$ cat src/hw/slave_defs.svh
// offsets, field positions, reset values and timing counts of the slave link
`ifndef SLAVE_DEFS_SVH
`define SLAVE_DEFS_SVH
// device registers on the link
`define OFS_PRESCALER 12'h400
`define OFS_IFC_WD 12'h410
`define OFS_NET_WD 12'h420
`define PRESCALER_RST 16'h09C2
`define IFC_WD_RST 16'h03E8
`define NET_WD_RST 16'h03E8
// timing
`define CLK_PERIOD_NS 100
`define WD_BASE_NS 40
`define WD_DEFAULT_MS 100
`define WD_HALF_STEP 18'((2 * `CLK_PERIOD_NS) / (`WD_BASE_NS / 2) / 2)
`define SAFE_OUT 8'h00
// controller registers on the software bus
`define AXI_OFS_ADDR 8'h00
`define AXI_OFS_DATA 8'h04
`define AXI_OFS_CMD 8'h08
`define AXI_OFS_STATUS 8'h0C
`define AXI_OFS_RDATA 8'h10
`define CMD_KIND_LSB 0
`define CMD_WRITE_BIT 2
`define ST_BUSY_BIT 0
`define ST_ERR_BIT 1
`define ST_STATE_LSB 4
`define RESP_OKAY 2'h0
`define RESP_SLVERR 2'h2
`endif

$ cat src/hw/slave_pkg.sv
// types shared by both ends of the slave link
package slave_pkg;
  typedef enum logic [3:0] {
    ST_INIT = 4'h1,
    ST_PREOP = 4'h2,
    ST_BOOT = 4'h3,
    ST_SAFEOP = 4'h4,
    ST_OP = 4'h8
  } slave_state_type;
  typedef enum logic [1:0] {
    MB_GENERIC = 2'h0,
    MB_PARAM = 2'h1,
    MB_FILE = 2'h2,
    MB_OTHER = 2'h3
  } mbx_proto_type;
  typedef enum logic [1:0] {
    REQ_STATE = 2'h0,
    REQ_REG = 2'h1,
    REQ_MBX = 2'h2,
    REQ_PD = 2'h3
  } req_kind_type;
endpackage

$ cat src/hw/slave_link_if.sv
// link between the network master controller and the slave device
`timescale 1ns/1ps
interface slave_link_if;
  logic req;
  logic [1:0] kind;
  logic wr;
  logic [11:0] addr;
  logic [15:0] wdata;
  logic ack;
  logic err;
  logic [15:0] rdata;
  modport device (input req, kind, wr, addr, wdata, output ack, err, rdata);
  modport master (output req, kind, wr, addr, wdata, input ack, err, rdata);
endinterface

$ cat src/hw/slave_device.sv
// slave state machine, process image and the two communication watchdogs
//
// The AXI4-Lite interface to the registers is this design's own decision.
`timescale 1ns/1ps
`include "slave_defs.svh"
// Notes on behaviour
// - power-up lands in init, no traffic
// - master sets mailbox channels in init
// - init to preop needs good mailbox setup
// - preop allows mailbox, blocks process data
// - master configures process data in preop
// - preop to safeop checks process, clock setup
// - inputs copied before safeop is acknowledged
// - safeop: traffic allowed, inputs cycle, outputs safe
// - master sends valid outputs before op
// - op drives master outputs onto pins
// - boot reachable only from init
// - boot accepts only file transfer mailbox
// - expired watchdog forces preset safe outputs
// - two independent watchdogs, 100 ms default
// - shared prescaler 400h, counts 410h, 420h
// - tick is prescaler plus two base periods
// - network watchdog restarts on process access
// - network watchdog expiry keeps slave state
// - interface watchdog fires on local silence
// - count zero disables the watchdog
// - master writes timing only when selected
// - counts accept values up to 65535
module slave_device import slave_pkg::*; (
  // clock and reset
  input wire logic CLOCK,
  input wire logic RESET_N,
  // link to the network master
  slave_link_if.device LINK,
  // local process side
  input wire logic [7:0] INPUTS,
  input wire logic IFC_ACCESS,
  input wire logic MBX_CFG_OK,
  input wire logic PD_CFG_OK,
  input wire logic DC_CFG_OK,
  // process outputs and status
  output logic [7:0] OUTPUTS,
  output logic NET_WD_EXPIRED,
  output logic IFC_WD_EXPIRED,
  output logic [3:0] STATE
);

  slave_state_type state_ff;
  logic [15:0] presc_ff;
  logic [15:0] ifc_cnt_ff;
  logic [15:0] net_cnt_ff;
  logic [7:0] in_image_ff;
  logic [7:0] out_image_ff;
  logic out_valid_ff;
  logic ack_ff;
  logic err_ff;
  logic [15:0] rdata_ff;
  logic [17:0] acc_ff;
  logic tick_ff;
  logic [17:0] tick_lim;
  logic [17:0] acc_sum;
  logic [15:0] wd_ticks_ff [2];
  logic wd_exp_ff [2];
  logic [15:0] wd_limit [2];
  logic wd_kick [2];
  logic st_req;
  logic st_ok;
  logic mbx_req;
  logic mbx_ok;
  logic pd_req;
  logic pd_ok;
  logic reg_wr;
  logic [3:0] req_code;

  // transition table; any state may fall back to init, and safeop and op also to a lower state
  function automatic logic trans_ok(slave_state_type cur, logic [3:0] nxt,
                                    logic mbx_good, logic pd_good, logic out_good);
    case (nxt)
      ST_INIT: trans_ok = 1'b1;
      ST_PREOP: trans_ok = (cur == ST_INIT && mbx_good) || cur == ST_PREOP ||
                           cur == ST_SAFEOP || cur == ST_OP;
      ST_BOOT: trans_ok = cur == ST_INIT || cur == ST_BOOT;
      ST_SAFEOP: trans_ok = (cur == ST_PREOP && pd_good) || cur == ST_SAFEOP ||
                            cur == ST_OP;
      ST_OP: trans_ok = (cur == ST_SAFEOP && out_good) || cur == ST_OP;
      default: trans_ok = 1'b0;
    endcase
  endfunction

  // which mailbox protocols each state lets through
  function automatic logic mbx_allowed(slave_state_type cur, logic [1:0] proto);
    case (cur)
      ST_PREOP, ST_SAFEOP, ST_OP: mbx_allowed = 1'b1;
      ST_BOOT: mbx_allowed = proto == MB_FILE;
      default: mbx_allowed = 1'b0;
    endcase
  endfunction

  assign req_code = LINK.wdata[3:0];
  assign st_req = LINK.req && LINK.kind == REQ_STATE;
  assign mbx_req = LINK.req && LINK.kind == REQ_MBX;
  assign pd_req = LINK.req && LINK.kind == REQ_PD;
  assign reg_wr = LINK.req && LINK.kind == REQ_REG && LINK.wr;
  assign st_ok = trans_ok(state_ff, req_code, MBX_CFG_OK, PD_CFG_OK && DC_CFG_OK, out_valid_ff);
  assign mbx_ok = mbx_allowed(state_ff, LINK.wdata[1:0]);
  assign pd_ok = state_ff == ST_SAFEOP || state_ff == ST_OP;

  // slave state; watchdog expiry never moves it
  always_ff @(posedge CLOCK or negedge RESET_N) begin
    if (!RESET_N) begin
      state_ff <= ST_INIT;
    end else if (st_req && st_ok) begin
      state_ff <= slave_state_type'(req_code);
    end
  end

  // answer to every link request, one cycle after it
  always_ff @(posedge CLOCK or negedge RESET_N) begin
    if (!RESET_N) begin
      ack_ff <= 1'b0;
      err_ff <= 1'b0;
      rdata_ff <= 16'h0000;
    end else begin
      ack_ff <= LINK.req;
      err_ff <= 1'b0;
      if (LINK.req) begin
        case (LINK.kind)
          REQ_STATE: begin
            err_ff <= !st_ok;
            rdata_ff <= {12'h000, st_ok ? req_code : state_ff};
          end
          REQ_REG: begin
            case (LINK.addr)
              `OFS_PRESCALER: rdata_ff <= presc_ff;
              `OFS_IFC_WD: rdata_ff <= ifc_cnt_ff;
              `OFS_NET_WD: rdata_ff <= net_cnt_ff;
              default: rdata_ff <= 16'h0000;
            endcase
          end
          REQ_MBX: err_ff <= !mbx_ok;
          REQ_PD: begin
            err_ff <= !pd_ok;
            rdata_ff <= {8'h00, in_image_ff};
          end
          default: err_ff <= 1'b1;
        endcase
      end
    end
  end

  // timing registers; full 16-bit range, nothing clamps them
  always_ff @(posedge CLOCK or negedge RESET_N) begin
    if (!RESET_N) begin
      presc_ff <= `PRESCALER_RST;
      ifc_cnt_ff <= `IFC_WD_RST;
      net_cnt_ff <= `NET_WD_RST;
    end else if (reg_wr) begin
      case (LINK.addr)
        `OFS_PRESCALER: presc_ff <= LINK.wdata;
        `OFS_IFC_WD: ifc_cnt_ff <= LINK.wdata;
        `OFS_NET_WD: net_cnt_ff <= LINK.wdata;
        default: ;
      endcase
    end
  end

  // input image: snapshot on entry to safeop, then refreshed every cycle
  always_ff @(posedge CLOCK or negedge RESET_N) begin
    if (!RESET_N) begin
      in_image_ff <= 8'h00;
    end else if (st_req && st_ok && req_code == ST_SAFEOP && state_ff == ST_PREOP) begin
      in_image_ff <= INPUTS;
    end else if (state_ff == ST_SAFEOP || state_ff == ST_OP) begin
      in_image_ff <= INPUTS;
    end
  end

  // output image from the master; validity lost on leaving safeop and op
  always_ff @(posedge CLOCK or negedge RESET_N) begin
    if (!RESET_N) begin
      out_image_ff <= 8'h00;
      out_valid_ff <= 1'b0;
    end else if (pd_req && pd_ok && LINK.wr) begin
      out_image_ff <= LINK.wdata[7:0];
      out_valid_ff <= 1'b1;
    end else if (!pd_ok) begin
      out_valid_ff <= 1'b0;
    end
  end

  // tick accumulator in half base periods, so 100 ns steps stay exact
  assign tick_lim = {1'b0, presc_ff, 1'b0} + 18'h00004;
  assign acc_sum = acc_ff + `WD_HALF_STEP;

  always_ff @(posedge CLOCK or negedge RESET_N) begin
    if (!RESET_N) begin
      acc_ff <= 18'h00000;
      tick_ff <= 1'b0;
    end else if (reg_wr && LINK.addr == `OFS_PRESCALER) begin
      acc_ff <= 18'h00000; // restart phase: a stale sum would tick every cycle
      tick_ff <= 1'b0;
    end else if (acc_sum >= tick_lim) begin
      acc_ff <= acc_sum - tick_lim;
      tick_ff <= 1'b1;
    end else begin
      acc_ff <= acc_sum;
      tick_ff <= 1'b0;
    end
  end

  // index 0 watches the network side, index 1 the local interface
  assign wd_kick[0] = pd_req && pd_ok;
  assign wd_kick[1] = IFC_ACCESS;
  assign wd_limit[0] = net_cnt_ff;
  assign wd_limit[1] = ifc_cnt_ff;

  // shared tick phase is not restarted by a kick: up to one tick of slack
  for (genvar g = 0; g < 2; g++) begin : g_wd
    always_ff @(posedge CLOCK or negedge RESET_N) begin
      if (!RESET_N) begin
        wd_ticks_ff[g] <= 16'h0000;
        wd_exp_ff[g] <= 1'b0;
      end else if (wd_kick[g] || wd_limit[g] == 16'h0000) begin
        wd_ticks_ff[g] <= 16'h0000;
        wd_exp_ff[g] <= 1'b0;
      end else if (wd_ticks_ff[g] >= wd_limit[g]) begin
        wd_exp_ff[g] <= 1'b1;
      end else if (tick_ff) begin
        wd_ticks_ff[g] <= wd_ticks_ff[g] + 16'h0001;
      end
    end
  end

  // pins: master data only in op with both watchdogs quiet
  always_ff @(posedge CLOCK or negedge RESET_N) begin
    if (!RESET_N) begin
      OUTPUTS <= `SAFE_OUT;
      NET_WD_EXPIRED <= 1'b0;
      IFC_WD_EXPIRED <= 1'b0;
      STATE <= ST_INIT;
    end else begin
      if (state_ff == ST_OP && !wd_exp_ff[0] && !wd_exp_ff[1]) begin
        OUTPUTS <= out_image_ff;
      end else begin
        OUTPUTS <= `SAFE_OUT;
      end
      NET_WD_EXPIRED <= wd_exp_ff[0];
      IFC_WD_EXPIRED <= wd_exp_ff[1];
      STATE <= state_ff;
    end
  end

  assign LINK.ack = ack_ff;
  assign LINK.err = err_ff;
  assign LINK.rdata = rdata_ff;

endmodule // slave_device

$ cat src/flat_wrapper.sv
// flat-port wrapper written by rule: the top's interface ports become plain ports
module slave_device_flat import slave_pkg::*;
  (CLOCK, RESET_N, INPUTS, IFC_ACCESS, MBX_CFG_OK, PD_CFG_OK, DC_CFG_OK, OUTPUTS, NET_WD_EXPIRED, IFC_WD_EXPIRED, STATE, LINK_req, LINK_kind, LINK_wr, LINK_addr, LINK_wdata, LINK_ack, LINK_err, LINK_rdata);
  slave_link_if LINK_i ();
  input wire logic CLOCK;
  input wire logic RESET_N;
  input wire logic [7:0] INPUTS;
  input wire logic IFC_ACCESS;
  input wire logic MBX_CFG_OK;
  input wire logic PD_CFG_OK;
  input wire logic DC_CFG_OK;
  output logic [7:0] OUTPUTS;
  output logic NET_WD_EXPIRED;
  output logic IFC_WD_EXPIRED;
  output logic [3:0] STATE;
  input wire logic [$bits(LINK_i.req)-1:0] LINK_req;
  input wire logic [$bits(LINK_i.kind)-1:0] LINK_kind;
  input wire logic [$bits(LINK_i.wr)-1:0] LINK_wr;
  input wire logic [$bits(LINK_i.addr)-1:0] LINK_addr;
  input wire logic [$bits(LINK_i.wdata)-1:0] LINK_wdata;
  output wire logic [$bits(LINK_i.ack)-1:0] LINK_ack;
  output wire logic [$bits(LINK_i.err)-1:0] LINK_err;
  output wire logic [$bits(LINK_i.rdata)-1:0] LINK_rdata;
  assign LINK_i.req = LINK_req;
  assign LINK_i.kind = LINK_kind;
  assign LINK_i.wr = LINK_wr;
  assign LINK_i.addr = LINK_addr;
  assign LINK_i.wdata = LINK_wdata;
  assign LINK_ack = LINK_i.ack;
  assign LINK_err = LINK_i.err;
  assign LINK_rdata = LINK_i.rdata;
  slave_device u_core (.CLOCK(CLOCK), .RESET_N(RESET_N), .LINK(LINK_i), .INPUTS(INPUTS), .IFC_ACCESS(IFC_ACCESS), .MBX_CFG_OK(MBX_CFG_OK), .PD_CFG_OK(PD_CFG_OK), .DC_CFG_OK(DC_CFG_OK), .OUTPUTS(OUTPUTS), .NET_WD_EXPIRED(NET_WD_EXPIRED), .IFC_WD_EXPIRED(IFC_WD_EXPIRED), .STATE(STATE));
endmodule
$ cat config.mk
export PLATFORM = sky130hd
export DESIGN_NAME = slave_device_flat
export DESIGN_NICKNAME = d
export VERILOG_FILES = /design/src/hw/slave_pkg.sv /design/src/hw/slave_link_if.sv /design/src/hw/slave_device.sv /design/src/flat_wrapper.sv
export VERILOG_INCLUDE_DIRS = /design/src /design/src/hw
export SDC_FILE = /design/constraint.sdc
export NUM_CORES = 1
export LEC_CHECK = 0
export BUFFER_PORTS_ARGS = -buffer_cell sky130_fd_sc_hd__buf_2
export CORE_UTILIZATION = 60
export DETAILED_ROUTE_END_ITERATION = 16
export PLACE_DENSITY = 0.82
export SYNTH_ARGS = -nofsm -noshare
export SYNTH_HDL_FRONTEND = slang
export SYNTH_SLANG_ARGS = --single-unit
$ cat constraint.sdc
create_clock -name CLOCK -period 5.5 [get_ports CLOCK]
set_input_delay 0.275 -clock CLOCK [delete_from_list [all_inputs] [get_ports CLOCK]]
set_output_delay 0.275 -clock CLOCK [all_outputs]
set_load 0.005 [all_outputs]
; Word-level counts from Yosys, hierarchy flattened
; Cells that the tools add are included.
[word_totals]
output_inout_bits = 32
word_cells = 121
register_bits = 154
in_bits = 46
[op_classes]
order_cmp = 3
n_reduce_logical = 47
eq_ne = 20
n_addsub = 5
muxes = 26
[op_table]
columns = cell, count
row1 = two-way mux 16 bit, 6
row2 = one-hot mux 16 bit (3 select lines), 2
row3 = "== test 12 x 11 -> 1 bit, second input constant", 3
row4 = two-way mux 18 bit, 2
row5 = "adder 16 x 1 -> 16 bit, second input constant", 2
row6 = >= comparator 16 bit, 2
row7 = zero test 16 bit, 2
row8 = two-way mux 8 bit, 3
row9 = "adder 17 x 3 -> 18 bit, second input constant", 1
row10 = "adder 18 x 3 -> 18 bit, second input constant", 1
row11 = >= comparator 18 bit, 1
row12 = subtractor 18 bit, 1
row13 = "== test 4 x 2 -> 1 bit, second input constant", 4
row14 = logical AND 1 bit, 16
row15 = AND reduction 2 bit, 6
row16 = logical OR 1 bit, 10
row17 = nonzero test 2 bit, 5
row18 = two-way mux 1 bit, 9
row19 = "== test 4 x 1 -> 1 bit, second input constant", 2
row20 = "== test 4 x 3 -> 1 bit, second input constant", 2
row21 = "== test 4 bit, second input constant", 2
row22 = "== test 2 bit, second input constant", 3
row23 = zero test 1 bit, 5
row24 = one-hot mux 1 bit (5 select lines), 1
row25 = other kinds (9), 10

; Longest topological paths before layout
[depth]
ltp_word = 10
mapped_depth = 16
ltp_nobuf = 15

; Least setup slack after synthesis
; No wires, ideal clock.
[synth_timing]
kind = flip-flop to flip-flop
startpoint = register u_core.presc_ff[1]
endpoint = register u_core.acc_ff[11]
path_stages_with_launch = 14
setup_ps = 94
n_path_buf = 2
t_required_ps = 5406
synth_period_minus_slack_ps = 3368
t_arrival_ps = 3274
setup_slack_ps = 2132
cell_sequence = dfstp_2 -> ha_1 -> nand2_1 -> or2_2 -> xor2_1 -> ha_1 -> o21a_1 -> nor2b_1 -> a311o_1 -> nor3b_1 -> a211o_1 -> buf_2 -> buf_1 -> a211oi_1
[synth_via]
elab_chain_cells = 4
elab_cells_between_ends = 5
classes_between = add/sub: 2 / order compare: 1 / mux: 2
[synth_rtl]
columns = element, line
row1 = "start, declared", slave_device.sv:49  ; logic [15:0] presc_ff;
row2 = "start signal, assigned", slave_device.sv:154  ; presc_ff <= `PRESCALER_RST;
row3 = "start signal, assigned", slave_device.sv:159  ; `OFS_PRESCALER: presc_ff <= LINK.wdata;
row4 = adder 17 x 3 -> 18 bit (*), slave_device.sv:192  ; assign tick_lim = {1'b0, presc_ff, 1'b0} + 18'h00004;
row5 = subtractor 18 bit or >= comparator 18 bit (tied branches), "slave_device.sv:203, slave_device.sv:202"
row6 = two-way mux 18 bit (*), slave_device.sv:202  ; end else if (acc_sum >= tick_lim) begin
row7 = two-way mux 18 bit (*), slave_device.sv:199  ; end else if (reg_wr && LINK.addr == `OFS_PRESCALER) begin
row8 = "end signal, assigned", slave_device.sv:203  ; acc_ff <= acc_sum - tick_lim;
row9 = "end signal, assigned", slave_device.sv:206  ; acc_ff <= acc_sum;
row10 = "end, declared", slave_device.sv:58  ; logic [17:0] acc_ff;
; Every way passes the cells marked *; elsewhere a longest branch is shown, timed or not.
; A chain may end at the register's enable or synchronous reset.

; Worst setup path in the final report
[layout_timing]
startpoint = register u_core.presc_ff[1]
endpoint = register u_core.acc_ff[14]
; The elaborated chain is that of the path after synthesis.

==> key figures <==
Worst setup path
  • Flop2flop setup slack: 1.47 ns
  • Critical-path cell list: ha_1 > nand2_1 > or2_2 > nor2_1 > nand3_1 > xor2_1 > ha_1 > o21a_1 > nor2_1 > nor4_1 > a211o_1 > inv_1 > a22oi_1 > nor2_1
  • Crit-path max FO: 31
  • WP buf/inv: 1
  • Setup CP Type: reg -> reg
  • Most common cell on crit path: nor2_1
  • RR Endpoint: u_core.acc_ff[14]
  • Slowest Stage Delay on Critical Path: 0.75 ns
  • Worst Path Arrival: 4.33 ns
  • Worst Setup Start Kind: flip-flop
  • Req. time, crit path: 5.80 ns
  • R2r worst-path depth: 14
  • CP Capture Type: flip-flop
  • Family with the most delay on the worst path: simple AND/OR/NAND/NOR gates
  • Worst r2r src: u_core.presc_ff[1]
  • Crit path max-delay cell type: a211o_1

Place
  • IO Port Bufs: 77
  • Dpl cells: 1166
  • Final HPWL DP: 15600 µm
  • RD Place Congestion: 0.877
  • Post-DP Area: 9550 µm²

Global routing
  • Initial antenna violation count: 0
  • Grt total ovfl: 0
  • Vias in the first global route: 7230
  • Global-route wire length before repair: 36500 µm
  • GR Util All Layers: 29.5%
  • Largest net degree at the start of global routing: 106

Clock tree
  • Post-CTS Resized: 0
  • CTS Hold Bufs: 0
  • CTS sink cnt: 154
  • Clk_lat worst skew: 0.43 ns
  • Reg clk slew, reported paths: 0.06 ns
  • Clock buffer depth: 2
  • CTS H-tree depth: 4
  • CTS tree: yes
  • Num CTS Buffers: 17
  • Clk root buf: clkbuf_16
  • Post-CTS Setup Bufs: 0

Yosys
  • Mapped Cells: 934
  • Syn nets: 1034
  • Cell variety after synth: 68
  • Share of the synthesized area in the top cell type: 37.4%
  • Mapped Avg Cell Area: 9.67 µm²
  • Synth warnings: 0
  • Ys flop type: dfrtp_1
  • Synth async-reset ratio: 100%
  • Post-synth EDFFs: 0
  • Top post-synthesis cells by area: dfrtp_1 37%, ha_1 7.3%, dfstp_2 5.5%, mux2_2 5.2%, nand2_1 3.7%
  • FF+latch count, synth: 154
  • Synthesized cell area: 9030 µm²
  • Synth area leader: dfrtp_1
  • Post-synthesis sequential area ratio: 42.9%

Power
  • Switching portion of total power: 33.8%
  • Combinational Power Share: 34.5%
  • Internal Dissipation: 0.00278 W
  • Clock network fraction of design power: 30.8%
  • Switching pwr: 0.00142 W
  • Power Dens Cells: 411 nW/µm²
  • Max VDD drop: 0.381 mV
  • Pleak: 4.75 nW
  • Sequential power share: 34.7%

Detailed routing
  • Initial DRC Count: 696
  • Drt total wl: 21800 µm
  • DRT Pass-1 Iters: 5
  • Vias/cell: 6.18
  • DRC Markers: 0
  • WL/cell: 18.2 µm
  • Routed Antenna Nets: 0
  • Total number of vias: 7401

Status
  • Violated checks: negative hold slack
  • Status: finished with violations

Floorplan
  • Initial core utilization: 61.9%
  • Core Box Area: 14600 µm²
  • I/O pin count: 78
  • Width of the die: 125 µm
  • Die H: 125 µm
  • Die footprint: 15500 µm²
  • Rows: 44

Layout
  • Ant. Diodes: 0
  • Fill count: 1067
  • Layout cell share with drive strength beyond 1: 19.2%
  • Register area: 3880 µm²
  • Post-route cell area: 10200 µm²
  • Final nets: 1101
  • Layout area overhead: 13.0%
  • Area of the multi-input gates: 4810 µm²
  • Non-filler cells, final: 1198

Timing
  • Period utilization: 73.3%
  • Max-slew violations: 0
  • Relative slew slack: 29.0%
  • Final min period: 4.03 ns
  • RSZ-0062 raised after global routing: false
  • Final setup viols: 0
  • Final setup TNS: 0 ns
  • Count of final hold-check violations: 40
  • Fmax: 0.248 GHz
  • Worst Tran Pin Value: 1.06 ns
  • Clock Skews: 0.00692 ns
  • Hold Slack: -0.0185 ns

Worst hold path
  • HP Class: in -> async

Job
  • Max_cap viols: 0
==> metrics by stage <==
step | util, % | total power (W) | hold WS, ns | worst slack, ns
finish | 70.0 | 0.00420 | -0.0185 | 1.47
global route | 70.0 | 0.00444 | 0.0617 | 1.09
CTS | 70.0 | 0.00419 | 0.0231 | 1.45
detailed placement | 65.5 | 0.00287 | 0.424 | 1.48
global placement | 65.5 | 0.00283 | 0.423 | 1.62
floorplan | - | 0.00255 | -0.0206 | 2.13
==> cells in the mapped netlist, drive strengths merged (7+ instances only) <==
library cell	number
dfrtp	135
nand2	89
nor2	80
o21ai	66
a21oi	58
inv	55
ha	53
mux2	50
xor2	29
clkbuf	26
nand3	25
xnor2	24
mux2i	20
dfstp	19
and3	18
nand4	18
a211oi	17
a21o	14
nor4	14
or3	10
nor3	9
buf	8
o211ai	8
o21a	8
o31ai	8
or4	8
nor2b	7
==> placed cells by master (no fill, tap or decap), drive strengths merged, types with 6 or more instances in the layout <==
cell	n
or4	8
nand4	18
mux2	50
buf	82
o2111ai	6
a211oi	17
o21ai	66
a31oi	6
xor2	29
nand3	25
dfrtp	135
o21a	8
nor2	80
nor3	9
mux2i	20
a21o	14
and3	18
o31ai	8
nand2b	6
nor2b	7
clkbuf	21
or3	10
nor4	14
a21oi	58
nand2	89
o211ai	8
inv	56
dfstp	19
xnor2	24
ha	53
==> worst reg2reg max path: stages, from the launching register on <==
cell and delay (ns):
dfstp_2 0.62, ha_1 0.27, nand2_1 0.11, or2_2 0.33, nor2_1 0.18, nand3_1 0.11, xor2_1 0.16, ha_1 0.37
o21a_1 0.13, nor2_1 0.05, nor4_1 0.28, a211o_1 0.75, inv_1 0.25, a22oi_1 0.24, nor2_1 0.06
==> kinds of logic (layout without fill, tap and decap cells) <==
family          after synthesis  in the layout  synth area share (%)
buf+inv                      89            169                  3.92
simple gates                302            302                  16.3
flops                       154            154                  42.9
fa+ha+maj                    54             54                  7.57
mux                          70             70                  8.78
compound gates              212            212                  15.3
xor+xnor                     53             53                  5.14
==> area by class of cell <==
cell class | count | share of cell area, %
Multi-Input combinational cell | 691 | 47.1
Sequential cell | 154 | 38.0
Inverter | 55 | 2.02
Tap cell | 184 | 2.26
Clock buffer | 21 | 4.51
Clock inverter | 11 | 1.88
Timing Repair Buffer | 82 | 4.20
==> worst max path at each step <==
stage / slack (ns) / depth (start not counted) / from / end
3_3_place_gp: 1.62 / 14 / u_core.presc_ff[1] / u_core.acc_ff[14]
6_report: 1.47 / 14 / u_core.presc_ff[1] / u_core.acc_ff[14]
4_1_cts: 1.45 / 14 / u_core.presc_ff[1] / u_core.acc_ff[14]
3_5_place_dp: 1.48 / 14 / u_core.presc_ff[1] / u_core.acc_ff[14]
2_1_floorplan: 2.13 / 13 / u_core.presc_ff[1] / u_core.acc_ff[11]
5_1_grt: 1.09 / 14 / u_core.presc_ff[1] / u_core.acc_ff[14]
==> flip-flops by register name, indices dropped and copies added (netlist names), 2 cells and up <==
signal               flops
u_core.wd_ticks_ff      32
u_core.OUTPUTS           8
u_core.LINK.rdata       16
u_core.wd_exp_ff         2
u_core.net_cnt_ff       16
u_core.out_image_ff      8
u_core.ifc_cnt_ff       16
u_core.state_ff          4
u_core.presc_ff         16
u_core.acc_ff           18
u_core.STATE             4
u_core.in_image_ff       8
==> power groups by stage <==
stage	Clock (W)	Sequential (W)	Combinational, W
floorplan	0	0.00143	0.00112
global placement	0	0.00146	0.00137
finish	0.00129	0.00146	0.00145
global route	0.00135	0.00148	0.00161
detailed placement	0	0.00147	0.00141
CTS	0.00130	0.00145	0.00144
==> layer usage <==
metal	wire [µm]	track usage, %	vias to the layer above
met5	0	0	-
met4	649	11.8	0
met1	9390	39.1	3621
li1	-	-	3489
met2	10600	48.0	236
met3	1180	5.15	55
(Power assumes the default switching activity.)
